<file path="src/hw/rx_pcs_pkg.sv">
package rx_pcs_pkg;

  // ****************************************
  // Timing
  // ****************************************
  localparam int unsigned CLK_MHZ          = 25;
  localparam int unsigned HOLD_TIME_US     = 722;
  localparam int unsigned HOLD_CYCLES      = HOLD_TIME_US * CLK_MHZ;
  localparam int unsigned LINK_TIME_US     = 395;
  localparam int unsigned LINK_CYCLES      = LINK_TIME_US * CLK_MHZ;
  localparam int unsigned IDLE_BITS_KEEP   = 58;
  localparam int unsigned IDLE_SYNC_GROUPS = 12;
  localparam int unsigned SYNC_BITS        = IDLE_SYNC_GROUPS * 5;

  // ****************************************
  // Code-groups and nibbles
  // ****************************************
  localparam logic [4:0]  CG_IDLE    = 5'h1F;
  localparam logic [4:0]  CG_J       = 5'h18;
  localparam logic [4:0]  CG_K       = 5'h11;
  localparam logic [4:0]  CG_T       = 5'h0D;
  localparam logic [4:0]  CG_R       = 5'h07;
  localparam logic [3:0]  NIB_PREAM  = 4'h5;
  localparam logic [3:0]  NIB_BADSSD = 4'hE;
  localparam logic [3:0]  NIB_ZERO   = 4'h0;
  localparam logic [10:0] LFSR_ONES  = 11'h7FF;
  localparam int unsigned LFSR_TAP_A = 8;
  localparam int unsigned LFSR_TAP_B = 10;
  localparam int unsigned CNT_W      = 16;
  localparam logic [15:0] CNT_MAX    = 16'hFFFF;

  // ****************************************
  // Receive stream to the MAC side
  // ****************************************
  typedef struct packed {
    logic       dv;
    logic       er;
    logic       crs;
    logic [3:0] nib;
  } mii_rx_t;

  typedef enum logic [1:0] {
    RX_IDLE   = 2'b00,
    RX_PACKET = 2'b01,
    RX_BADSSD = 2'b10
  } rx_state_t;

endpackage : rx_pcs_pkg

</file>
<file path="src/hw/cg_decode.sv">
`timescale 1ns/1ps
module cg_decode (
  // Code-group in
  input  wire logic [4:0] cg,
  // Nibble out
  output logic      [3:0] nib,
  output logic            valid
);
  import rx_pcs_pkg::*;

  // ****************************************
  // Fixed 5B to 4B table
  // ****************************************
  always_comb begin
    valid = 1'b1;
    case (cg)
      5'h1E: nib = 4'h0;
      5'h09: nib = 4'h1;
      5'h14: nib = 4'h2;
      5'h15: nib = 4'h3;
      5'h0A: nib = 4'h4;
      5'h0B: nib = 4'h5;
      5'h0E: nib = 4'h6;
      5'h0F: nib = 4'h7;
      5'h12: nib = 4'h8;
      5'h13: nib = 4'h9;
      5'h16: nib = 4'hA;
      5'h17: nib = 4'hB;
      5'h1A: nib = 4'hC;
      5'h1B: nib = 4'hD;
      5'h1C: nib = 4'hE;
      5'h1D: nib = 4'hF;
      default: begin
        nib   = NIB_BADSSD;
        valid = 1'b0;
      end
    endcase
  end

endmodule : cg_decode

</file>
<file path="src/hw/rx_pcs_decode.sv">
`timescale 1ns/1ps
// Operation
// - Descrambler XORs each received bit with a regenerated scrambler sequence.
// - Lock after twelve consecutive descrambled IDLE groups, then output unaligned bits.
// - On lock a 722 us hold countdown runs while idles are checked.
// - 58 idle bit times before expiry reload the hold countdown.
// - Hold expiry without enough idles drops lock and restarts acquisition.
// - Aligner input is descrambler output, or NRZ bits when bypassed.
// - Alignment fixed on detection of the J then K code-group pair.
// - Each aligned code-group becomes a nibble through a fixed table.
// - J/K after idles is replaced by a single preamble nibble 0101.
// - Packet decoding ends on T/R pair or two IDLE groups.
// - Link up only after signal detect held valid for 395 us.
// - Link pulses never raise signal detect; front end guarantees this.
// - Idle to non-idle other than J flags a bad start delimiter; J without K is not flagged.
// - Bad start delimiter drives error and nibble 1110 until two idles.
// - Each bad start delimiter adds one to false carrier count, saturating at CNT_MAX.
// - After bad start delimiter, error and carrier drop after two idles.
// - Serial-to-parallel delivers 5-bit symbols to the receive machine.
// - Control code-groups other than T inside packet data decode as invalid with error.
// - Sequence comes from an 11-bit LFSR, fed from the line until lock, closed-loop after.
module rx_pcs_decode (
  // Clock and reset
  input  wire logic                         core_clk,
  input  wire logic                         reset,
  // Front end
  input  wire logic                         rx_nrzi,
  input  wire logic                         rx_bit_en,
  input  wire logic                         signal_detect,
  input  wire logic                         descr_bypass,
  // MAC side
  output rx_pcs_pkg::mii_rx_t               mii_rx,
  output logic                              mii_rx_en,
  // Status
  output logic                              descr_locked,
  output logic                              link_up,
  output logic [rx_pcs_pkg::CNT_W-1:0]      false_carrier_event_counter
);
  import rx_pcs_pkg::*;

  // ****************************************
  // Input synchronisers
  // ****************************************
  logic [2:0] nrzi_s_q;
  logic [2:0] sd_s_q;
  logic       nrzi_f_q;
  logic       sd_f_q;

  always_ff @(posedge core_clk or posedge reset) begin
    if (reset) begin
      nrzi_s_q <= 3'h0;
      sd_s_q   <= 3'h0;
      nrzi_f_q <= 1'b0;
      sd_f_q   <= 1'b0;
    end else begin
      nrzi_s_q <= {nrzi_s_q[1:0], rx_nrzi};
      sd_s_q   <= {sd_s_q[1:0], signal_detect};
      if (nrzi_s_q[1] == nrzi_s_q[2]) nrzi_f_q <= nrzi_s_q[2];
      if (sd_s_q[1] == sd_s_q[2]) sd_f_q <= sd_s_q[2];
    end
  end

  // ****************************************
  // NRZI to NRZ and descrambler
  // ****************************************
  logic        prev_q;
  logic [10:0] lfsr_q;
  logic [10:0] lfsr_d;
  logic        nrz_bit;
  logic        key_bit;
  logic        plain_bit;
  logic        locked_q;
  logic [6:0]  ones_q;
  logic [6:0]  ones_d;
  logic [CNT_W-1:0] unused_w;
  logic [31:0] hold_q;
  logic        hold_exp;
  logic        idle_run_ok;

  assign nrz_bit   = nrzi_f_q ^ prev_q;
  assign key_bit   = lfsr_q[LFSR_TAP_A] ^ lfsr_q[LFSR_TAP_B];
  assign plain_bit = nrz_bit ^ key_bit;
  // Unlocked: load the LFSR from the line assuming idles (ones) were sent
  assign lfsr_d    = {lfsr_q[9:0], locked_q ? key_bit : ~nrz_bit};
  assign ones_d    = plain_bit ? ((ones_q == 7'h7F) ? ones_q : ones_q + 7'h01) : 7'h00;
  // Any idle run of the keep length reloads, so long idle stretches keep the lock
  assign idle_run_ok = (ones_q >= 7'(IDLE_BITS_KEEP - 1)) && plain_bit;
  assign hold_exp    = (hold_q == 32'h0000_0000);
  assign unused_w    = '0;

  always_ff @(posedge core_clk or posedge reset) begin
    if (reset) begin
      prev_q   <= 1'b0;
      lfsr_q   <= LFSR_ONES;
      ones_q   <= 7'h00;
      locked_q <= 1'b0;
      hold_q   <= 32'h0000_0000;
    end else begin
      if (rx_bit_en) begin
        prev_q <= nrzi_f_q;
        lfsr_q <= lfsr_d;
        ones_q <= ones_d;
      end
      if (!locked_q) begin
        if (rx_bit_en && ones_q == 7'(SYNC_BITS - 1) && plain_bit) begin
          locked_q <= 1'b1;
          hold_q   <= HOLD_CYCLES;
        end
      end else if (rx_bit_en && idle_run_ok) begin
        hold_q <= HOLD_CYCLES;
      end else if (hold_exp) begin
        locked_q <= 1'b0;
        ones_q   <= 7'h00;
      end else begin
        hold_q <= hold_q - 32'h1;
      end
    end
  end

  // ****************************************
  // Serial to parallel and alignment
  // ****************************************
  logic       aln_bit;
  logic [9:0] sh_q;
  logic [9:0] sh_d;
  logic       aligned_q;
  logic [2:0] ph_q;
  logic       cg_stb;
  logic [4:0] cg;
  logic       jk_hit;
  logic       realign;
  logic       rx_end;
  logic       idle_prev_q;
  rx_state_t  st_q;

  assign aln_bit = descr_bypass ? nrz_bit : plain_bit;
  assign sh_d    = {sh_q[8:0], aln_bit};
  assign jk_hit  = (sh_d == {CG_J, CG_K});
  assign cg      = sh_d[4:0];
  // First zero after a run of ones: frame it as the third bit of a J
  assign realign = !aligned_q && (st_q == RX_IDLE) && (sh_d == {9'h1FF, 1'b0});
  assign cg_stb  = rx_bit_en && (jk_hit || (ph_q == 3'h4 && !realign));

  always_ff @(posedge core_clk or posedge reset) begin
    if (reset) begin
      sh_q      <= 10'h000;
      aligned_q <= 1'b0;
      ph_q      <= 3'h0;
    end else if (rx_bit_en) begin
      sh_q <= sh_d;
      if (jk_hit) begin
        aligned_q <= 1'b1;
        ph_q      <= 3'h0;
      end else if (realign) begin
        ph_q <= 3'h3;
      end else begin
        ph_q <= (ph_q == 3'h4) ? 3'h0 : ph_q + 3'h1;
        if (rx_end && cg_stb) aligned_q <= 1'b0;
      end
    end
  end

  // ****************************************
  // Receive state machine
  // ****************************************
  rx_state_t  st_d;
  logic [3:0] tbl_nib;
  logic       tbl_ok;
  logic       t_prev_q;
  logic       is_idle;
  logic       two_idle;
  logic       bad_start_delimiter;
  mii_rx_t    out_d;
  mii_rx_t    out_q;
  logic       en_q;
  logic [CNT_W-1:0] fc_q;
  logic       allow;

  cg_decode u_dec (
    .cg    (cg),
    .nib   (tbl_nib),
    .valid (tbl_ok)
  );

  assign allow    = link_up && (locked_q || descr_bypass);
  assign is_idle  = (cg == CG_IDLE);
  assign two_idle = is_idle && idle_prev_q;
  assign rx_end   = (st_q != RX_IDLE) && (two_idle || (t_prev_q && cg == CG_R));
  // Idle to non-idle that is not the start of a J: J is resolved on next group
  assign bad_start_delimiter  = (st_q == RX_IDLE) && cg_stb && !aligned_q && allow && idle_prev_q &&
                    !is_idle && !jk_hit && cg != CG_J;

  always_comb begin
    st_d  = st_q;
    out_d = out_q;
    if (!allow) begin
      st_d  = RX_IDLE;
      out_d = '0;
    end else begin
      case (st_q)
        RX_IDLE: begin
          out_d = '0;
          if (jk_hit) begin
            st_d  = RX_PACKET;
            out_d = '{dv: 1'b1, er: 1'b0, crs: 1'b1, nib: NIB_PREAM};
          end else if (bad_start_delimiter) begin
            st_d  = RX_BADSSD;
            out_d = '{dv: 1'b0, er: 1'b1, crs: 1'b1, nib: NIB_BADSSD};
          end
        end
        RX_PACKET: begin
          if (rx_end || cg == CG_T) begin
            if (rx_end) st_d = RX_IDLE;
            out_d = '{dv: 1'b0, er: 1'b0, crs: !rx_end, nib: NIB_ZERO};
          end else begin
            out_d = '{dv: 1'b1, er: !tbl_ok, crs: 1'b1, nib: tbl_nib};
          end
        end
        RX_BADSSD: begin
          if (two_idle) begin
            st_d  = RX_IDLE;
            out_d = '0;
          end else begin
            out_d = '{dv: 1'b0, er: 1'b1, crs: 1'b1, nib: NIB_BADSSD};
          end
        end
        default: begin
          st_d  = RX_IDLE;
          out_d = '0;
        end
      endcase
    end
  end

  always_ff @(posedge core_clk or posedge reset) begin
    if (reset) begin
      st_q        <= RX_IDLE;
      out_q       <= '0;
      idle_prev_q <= 1'b0;
      t_prev_q    <= 1'b0;
      en_q        <= 1'b0;
      fc_q        <= '0;
    end else begin
      en_q <= cg_stb && (st_q != RX_IDLE || st_d != RX_IDLE);
      if (cg_stb) begin
        st_q        <= st_d;
        out_q       <= out_d;
        idle_prev_q <= is_idle;
        t_prev_q    <= (cg == CG_T);
        if (st_q == RX_IDLE && st_d == RX_BADSSD && fc_q != CNT_MAX)
          fc_q <= fc_q + 16'h0001;
      end else if (!allow) begin
        st_q  <= RX_IDLE;
        out_q <= '0;
      end
    end
  end

  // ****************************************
  // Link integrity monitor
  // ****************************************
  logic [31:0] link_cnt_q;
  logic        link_q;

  always_ff @(posedge core_clk or posedge reset) begin
    if (reset) begin
      link_cnt_q <= 32'h0;
      link_q     <= 1'b0;
    end else if (!sd_f_q) begin
      link_cnt_q <= 32'h0;
      link_q     <= 1'b0;
    end else if (link_cnt_q == LINK_CYCLES - 1) begin
      link_q <= 1'b1;
    end else begin
      link_cnt_q <= link_cnt_q + 32'h1;
    end
  end

  assign mii_rx                      = out_q;
  assign mii_rx_en                   = en_q;
  assign descr_locked                = locked_q;
  assign link_up                     = link_q;
  assign false_carrier_event_counter = fc_q | unused_w;

endmodule : rx_pcs_decode

</file>
<file path="config.mk">
export PLATFORM = sky130hd
export DESIGN_NAME = rx_pcs_decode
export DESIGN_NICKNAME = d
export VERILOG_FILES = /design/src/hw/rx_pcs_pkg.sv /design/src/hw/cg_decode.sv /design/src/hw/rx_pcs_decode.sv
export SDC_FILE = /design/constraint.sdc
export NUM_CORES = 1
export LEC_CHECK = 0
export BUFFER_PORTS_ARGS = -buffer_cell sky130_fd_sc_hd__buf_2
export CAP_MARGIN = 30
export CORE_ASPECT_RATIO = 0.9
export CORE_UTILIZATION = 55
export CTS_CLUSTER_DIAMETER = 100
export DETAILED_ROUTE_END_ITERATION = 16
export HOLD_SLACK_MARGIN = 0.05
export PLACE_DENSITY = 0.84
export SLEW_MARGIN = 20
export SYNTH_ARGS = -nofsm -noshare
export SYNTH_HDL_FRONTEND = slang
export SYNTH_SLANG_ARGS = --single-unit
</file>
<file path="constraint.sdc">
create_clock -name core_clk -period 7.3 [get_ports core_clk]
set_clock_uncertainty 0.2 [all_clocks]
set_input_delay 0.73 -clock core_clk [delete_from_list [all_inputs] [get_ports core_clk]]
set_output_delay 0.73 -clock core_clk [all_outputs]
set_load 0.02 [all_outputs]
</file>
==> qor.txt, run 1 <==
DR vias/cell = 6.07
Power, Total = 0.00209 W
Status = finished clean
Peak supply drop = 158 µV
Post-CTS Setup Inserts = 0
Slowest CP cell = nor4_4
RePlAce Congestion = 0.908
Initial Util = 0.567
Layout cell share with drive strength beyond 1 = 0.156
Synth warn = 0
IO Pins = 32
Layout area overhead = 12.2%
Crit Path Max Fanout = 18
CTS root buffer = clkbuf_16
Top cell type by total area after synthesis = dfrtp_1
Max-slew violations = 0
Fmax = 0.315 GHz
First-pass detailed-route iteration total = 6
RSZ-0062 raised after global routing = false
Post-route insts no fill = 897
H-tree levels = 4
Vias in the first global route = 5085
Antenna-violating nets left = 0
Die H = 108 µm
CP Launch Point = hold_q[0]
Final hold slack = 0.152 ns
Filler cells = 922
Leak = 3.45 nW
CTS Buffer Depth = 2
Worst-path clk slew = 0.06 ns
Initial DRC count = 532
Vias = 5441
Critical Path Max Stage Delay = 0.48 ns
Synth top cells by count = dfrtp_1, nand2_1, nor2_1
Largest net degree at the start of global routing = 83
Core Region = 12100 µm²
Critical-path cell list = inv_1, ha_1, nor3b_1, nand4_1, nor4_4, a21bo_1, inv_4, nand3_1, xor2_1, nor2_1
Routed len/inst = 16.0 µm
Antenna diodes = 0
Hold-fix buffers, CTS = 0
R2R cell count = 10
# resized after CTS = 0
FF+latch area = 3370 µm²
Avg Inst Size Synth = 9.92 µm²
Pwr/cell area = 271 nW/µm²
Worst r2r src = hold_q[0]
Worst rel slew slack = 0.439
Post-synth EDFFs = 0
Max Cap Viol = 0
Worst setup endpoint = hold_q[25]
Yosys top cell area share = 0.448
Mapped Cells = 693
TritonCTS Buffers = 17
Netlist cell types = 68
Gr ovfl total = 0
Synth Register Bits = 134
Initial antenna violation count = 0
Final Hold Viols = 0
Final setup violation count = 0
Worst skew pair latency = 0.42 ns
Placed insts = 865
Sequential area share after synthesis = 0.490
Crit Path Class = reg -> reg
Synthesized area = 6880 µm²
Die area = 13000 µm²
DRC violations left = 0
First-pass GRT wire length = 24.0 mm
Ys flop type = dfrtp_1
R2r setup slk = 4.13 ns
Critical Path RT = 7.40 ns
Hold WC Path Type = reg -> reg
Count of input and output buffers = 31
Worst slew pin tran = 0.834 ns
CTS sink count = 134
Post-DP HPWL = 9.31 mm
Async set-reset flop share out of synthesis = 1.00
Critical Path AT = 3.27 ns
Worst R2R End = hold_q[25]
Post-layout util = 0.636
Overall Global Routing Usage = 0.235
Chip Width = 120 µm
TritonCTS clock tree = done
Crit start category = flop
Period utilization = 0.435
Synth area leaders = dfrtp_1, xnor2_1, dfstp_2
Rows = 38
Count leader, synth = dfrtp_1
Post-synthesis net count = 707
Routed wire length = 14.3 mm
Period minus WS final = 3.17 ns
Multi-input gate area = 3340 µm²
Setup_tns = 0 ns
Worst setup EP type = flop
Post-layout net count = 738
placed cells by master, fill, tap and decap left out, drive strengths merged, types with 8 or more instances in the layout:
cell type,instances
xnor2,36
mux2,21
nor3,20
and3,20
dfrtp,123
xor2,22
a31oi,10
nor2,56
or3,11
nand4,16
dfstp,11
nand2,64
inv,17
a21oi,27
and2,28
buf,33
ha,8
clkbuf,24
nor4,15
o21ai,47
nand3,31
through the flow:
step	setup WS [ns]	instance area (µm²)
finish	4.13	7710
global route	3.90	7710
detailed placement	3.94	7150
floorplan	2.81	6880
global placement	4.11	7150
CTS	4.15	7710
area by class of cell:
type / instances / area share
repair buffers: 33 / 0.0221
flip-flops and latches: 134 / 0.437
clock buffers: 24 / 0.0667
clock inverters: 8 / 0.00584
inverters: 17 / 0.00925
multi-input cells: 521 / 0.434
well taps: 160 / 0.0260
how the worst min path moves through the flow:
stage,start,endpoint,cells after the start
final,nrzi_s_q[0],nrzi_s_q[1],0
after global routing,sd_s_q[0],sd_s_q[1],0
after CTS,sd_s_q[0],sd_s_q[1],0
after detailed placement,sd_s_q[0],sd_s_q[1],0
after global placement,sd_s_q[0],sd_s_q[1],0
after floorplan,nrzi_s_q[0],nrzi_s_q[1],0
flip-flops by register name, indices dropped and copies added, names as in the netlist:
register / flops
link_cnt_q: 32
st_q: 2
aligned_q: 1
mii_rx_en: 1
descr_locked: 1
ones_q: 7
idle_prev_q: 1
t_prev_q: 1
link_up: 1
sd_f_q: 1
ph_q: 3
false_carrier_event_counter: 16
prev_q: 1
sh_q: 9
mii_rx: 7
lfsr_q: 11
nrzi_f_q: 1
sd_s_q: 3
hold_q: 32
nrzi_s_q: 3
report_power, final:
| part | internal, W | switching (W) | total (W) |
|---|---|---|---|
| Sequential | 0.000846 | 0.000110 | 0.000956 |
| Clock | 0.000489 | 0.000314 | 0.000803 |
| Combinational | 0.000141 | 0.000193 | 0.000334 |
worst max-delay path: cells and delay by family, from the launching register on:
| family | cells | cell delay, ns |
|---|---|---|
| buffers and inverters | 2 | 0.24 |
| XOR/XNOR | 1 | 0.16 |
| AO/OA/AOI/OAI | 1 | 0.44 |
| adder cells (fa/ha/maj) | 1 | 0.19 |
| AND/OR/NAND/NOR | 5 | 1.40 |
| flip-flops | 1 | 0.41 |
cell families after synthesis:
family                     after synthesis  synth area share
and+or+nand+nor                        299             0.234
DFF                                    134             0.490
AOI/OAI and AO/OA                      132             0.123
xor gates and xnor gates                58            0.0761
buffers and inverters                   38            0.0240
muxes                                   22            0.0359
adders and majority gates               10            0.0175
metal layers:
| metal | vias up | global-route usage | part of all wire |
|---|---|---|---|
| met3 | 26 | 0.0617 | 0.056 |
| met4 | 0 | 0.0768 | 0.013 |
| met5 | - | 0 | 0 |
| li1 | 2550 | - | - |
| met2 | 206 | 0.381 | 0.48 |
| met1 | 2659 | 0.309 | 0.45 |
(Power assumes the default switching activity.)
==> run 2: changes to the inputs <==
--- a/config.mk
+++ b/config.mk
@@ -12,7 +12,7 @@
 export CTS_CLUSTER_DIAMETER = 100
 export DETAILED_ROUTE_END_ITERATION = 16
 export HOLD_SLACK_MARGIN = 0.05
-export PLACE_DENSITY = 0.84
+export PLACE_DENSITY = 0.86
 export SLEW_MARGIN = 20
 export SYNTH_ARGS = -nofsm -noshare
 export SYNTH_HDL_FRONTEND = slang
==> constraint.sdc (replaced) <==
create_clock -name core_clk -period 2.55 [get_ports core_clk]
set_clock_uncertainty 0.2 [all_clocks]
set_input_delay 0.255 -clock core_clk [delete_from_list [all_inputs] [get_ports core_clk]]
set_output_delay 0.255 -clock core_clk [all_outputs]
set_load 0.02 [all_outputs]
==> qor.txt, run 2 (synthesis gave the netlist of run 1 again) <==
Status = complete, but fails checks (was finished clean)
Failing checks = negative setup slack
Post-route insts no fill = 966 (was 897)
Sw Ratio = 0.275 (was 0.295)
Post-layout net count = 807 (was 738)
Final Hold Viols = 0 (unchanged)
Crit Path Class = reg -> reg (unchanged)
Critical Path AT = 2.74 ns (was 3.27 ns)
Crit Path Max Fanout = 6 (was 18)
Post-DP HPWL = 10.1 mm (was 9.31 mm)
Chip Width = 120 µm (unchanged)
Combinational Power Share = 0.195 (was 0.160)
Antenna diodes = 0 (unchanged)
Most common cell after layout, fill and taps aside = dfrtp_1 (unchanged)
Max Cap Viol = 0 (unchanged)
First-pass GRT wire length = 27.2 mm (was 24.0 mm)
Core Region = 12100 µm² (unchanged)
TritonCTS clock tree = done (unchanged)
Antenna-violating nets left = 0 (unchanged)
Routed wire length = 16.9 mm (was 14.3 mm)
Hold WC Path Type = reg -> reg (unchanged)
Critical Path RT = 2.64 ns (was 7.40 ns)
Gr ovfl total = 0 (unchanged)
Crit start category = flop (unchanged)
DR vias/cell = 6.09 (was 6.07)
Final setup violation count = 15 (was 0)
Power, Total = 0.00680 W (was 0.00209 W)
Initial Util = 0.567 (unchanged)
Seq pwr share = 0.385 (was 0.457)
Period minus WS final = 2.65 ns (was 3.17 ns)
Setup WS pre-CTS = -0.107 ns (was 3.94 ns)
First-pass detailed-route iteration total = 6 (unchanged)
Most frequent cells in the layout = dfrtp_1, nand2_1, nor2_1, buf_4, xnor2_1 (was dfrtp_1, nand2_1, nor2_1)
Worst-path clk slew = 0.06 ns (about the same)
CTS sink count = 134 (unchanged)
Peak supply drop = 614 µV (was 158 µV)
Initial antenna violation count = 0 (unchanged)
Leak = 3.90 nW (was 3.45 nW)
Worst skew pair latency = 0.42 ns (about the same)
Worst setup EP type = flop (unchanged)
Fmax = 0.377 GHz (was 0.315 GHz)
Clock power share = 0.420 (was 0.384)
Largest net degree at the start of global routing = 135 (was 83)
Die H = 108 µm (unchanged)
H-tree levels = 4 (unchanged)
Layout cell share with drive strength beyond 1 = 0.270 (was 0.156)
Filler cells = 729 (was 922)
Vias in the first global route = 5785 (was 5085)
Worst setup margin = -0.0996 ns (was 4.13 ns)
RePlAce Congestion = 0.932 (was 0.908)
CTS root buffer = clkbuf_16 (unchanged)
RSZ-0062 raised after global routing = true (was false)
Count of input and output buffers = 31 (unchanged)
Pwr/cell area = 786 nW/µm² (was 271 nW/µm²)
IO Pins = 32 (unchanged)
Initial DRC count = 715 (was 532)
TritonCTS Buffers = 17 (unchanged)
Vias = 5887 (was 5441)
Die area = 13000 µm² (unchanged)
Rows = 38 (unchanged)
Power Internal = 0.00493 W (was 0.00148 W)
Overall Global Routing Usage = 0.266 (was 0.235)
Max-slew violations = 0 (unchanged)
Psw = 0.00187 W (was 0.000617 W)
Placed insts = 922 (was 865)
Period utilization = 1.04 (was 0.435)
Routed len/inst = 17.5 µm (was 16.0 µm)
DRC violations left = 0 (unchanged)
CTS Buffer Depth = 2 (unchanged)
Worst slew pin tran = 0.833 ns (was 0.834 ns)
Layout area overhead = 25.9% (was 12.2%)
Worst rel slew slack = 0.444 (was 0.439)
run 2: cell count changes in the layout (fill, tap and decap cells not counted), sizes merged:
cell         change
bufinv           +6
clkbuf           -3
clkinv           -2
inv              -1
buf             +65
dlygate4sd3      +4
run 2: path summary, 6_finish.rpt:
check / startpoint / to / slack, ns / cells after the start
worst max-delay path: hold_q[18] / hold_q[26] / -0.1 / 8
worst min-delay path: sd_s_q[0] / sd_s_q[1] / 0.15 / 0
worst max register to register: hold_q[18] / hold_q[26] / -0.1 / 8
worst min register to register: sd_s_q[0] / sd_s_q[1] / 0.15 / 0
max in group asynchronous: reset / hold_q[12] / 1.25 / 4
min in group asynchronous: reset / nrzi_s_q[0] / 0.40 / 4
run 2: power by group through the flow:
stage / logic, W / registers (W) / clock network [W]
CTS: 0.00129 / 0.00261 / 0.00288
finish: 0.00133 / 0.00262 / 0.00286
detailed placement: 0.00123 / 0.00264 / 0
global placement: 0.00117 / 0.00261 / 0
floorplan: 0.000849 / 0.00261 / 0
global route: 0.00146 / 0.00265 / 0.00296
run 2: metrics by stage:
step / hold WS, ns / util / instance area, µm² / setup TNS [ns]
4_1_cts: 0.153 / 0.700 / 8490 / -0.891
2_1_floorplan: 0.0864 / - / 6880 / 0
5_1_grt: 0.166 / 0.714 / 8650 / -3.53
6_report: 0.150 / 0.714 / 8650 / -0.670
3_3_place_gp: 0.135 / 0.627 / 7600 / -0.00177
3_5_place_dp: 0.140 / 0.627 / 7600 / -0.918
run 2: layer usage:
metal  global-route usage  share of wire  vias to the layer above
met5                    0              0                        -
met4                0.116          0.036                        0
met3               0.0522          0.054                       67
met2                0.457           0.51                      280
met1                0.328           0.41                     2845
li1                     -              -                     2695
run 2: final cells by class:
| type | instances | area (µm²) | share of cell area |
|---|---|---|---|
| multi-input cells | 521 | 3550 | 0.410 |
| clock inverters | 11 | 219 | 0.0253 |
| well taps | 160 | 200 | 0.0231 |
| repair buffers | 102 | 764 | 0.0883 |
| inverters | 17 | 72.6 | 0.00839 |
| clock buffers | 21 | 480 | 0.0555 |
| flip-flops and latches | 134 | 3370 | 0.389 |
run 2: what timing repair did:
action	in CTS	in global routing
endpoints found under the setup margin	29	63
hold buffers	4	0
cloned	1	0
buffers inserted	4	3
endpoints found under the hold margin	126	0
pin swaps	13	11
gates resized for setup	31	39
run 2: worst max-delay path, stage by stage, from the launching register on:
cell and delay, ns:
dfrtp_1 0.38, or4_4 0.54, or3_4 0.36, nor4_4 0.29, buf_4 0.19, nand3b_4 0.10, nor4_2 0.23, xnor2_1 0.17
nor2_1 0.06
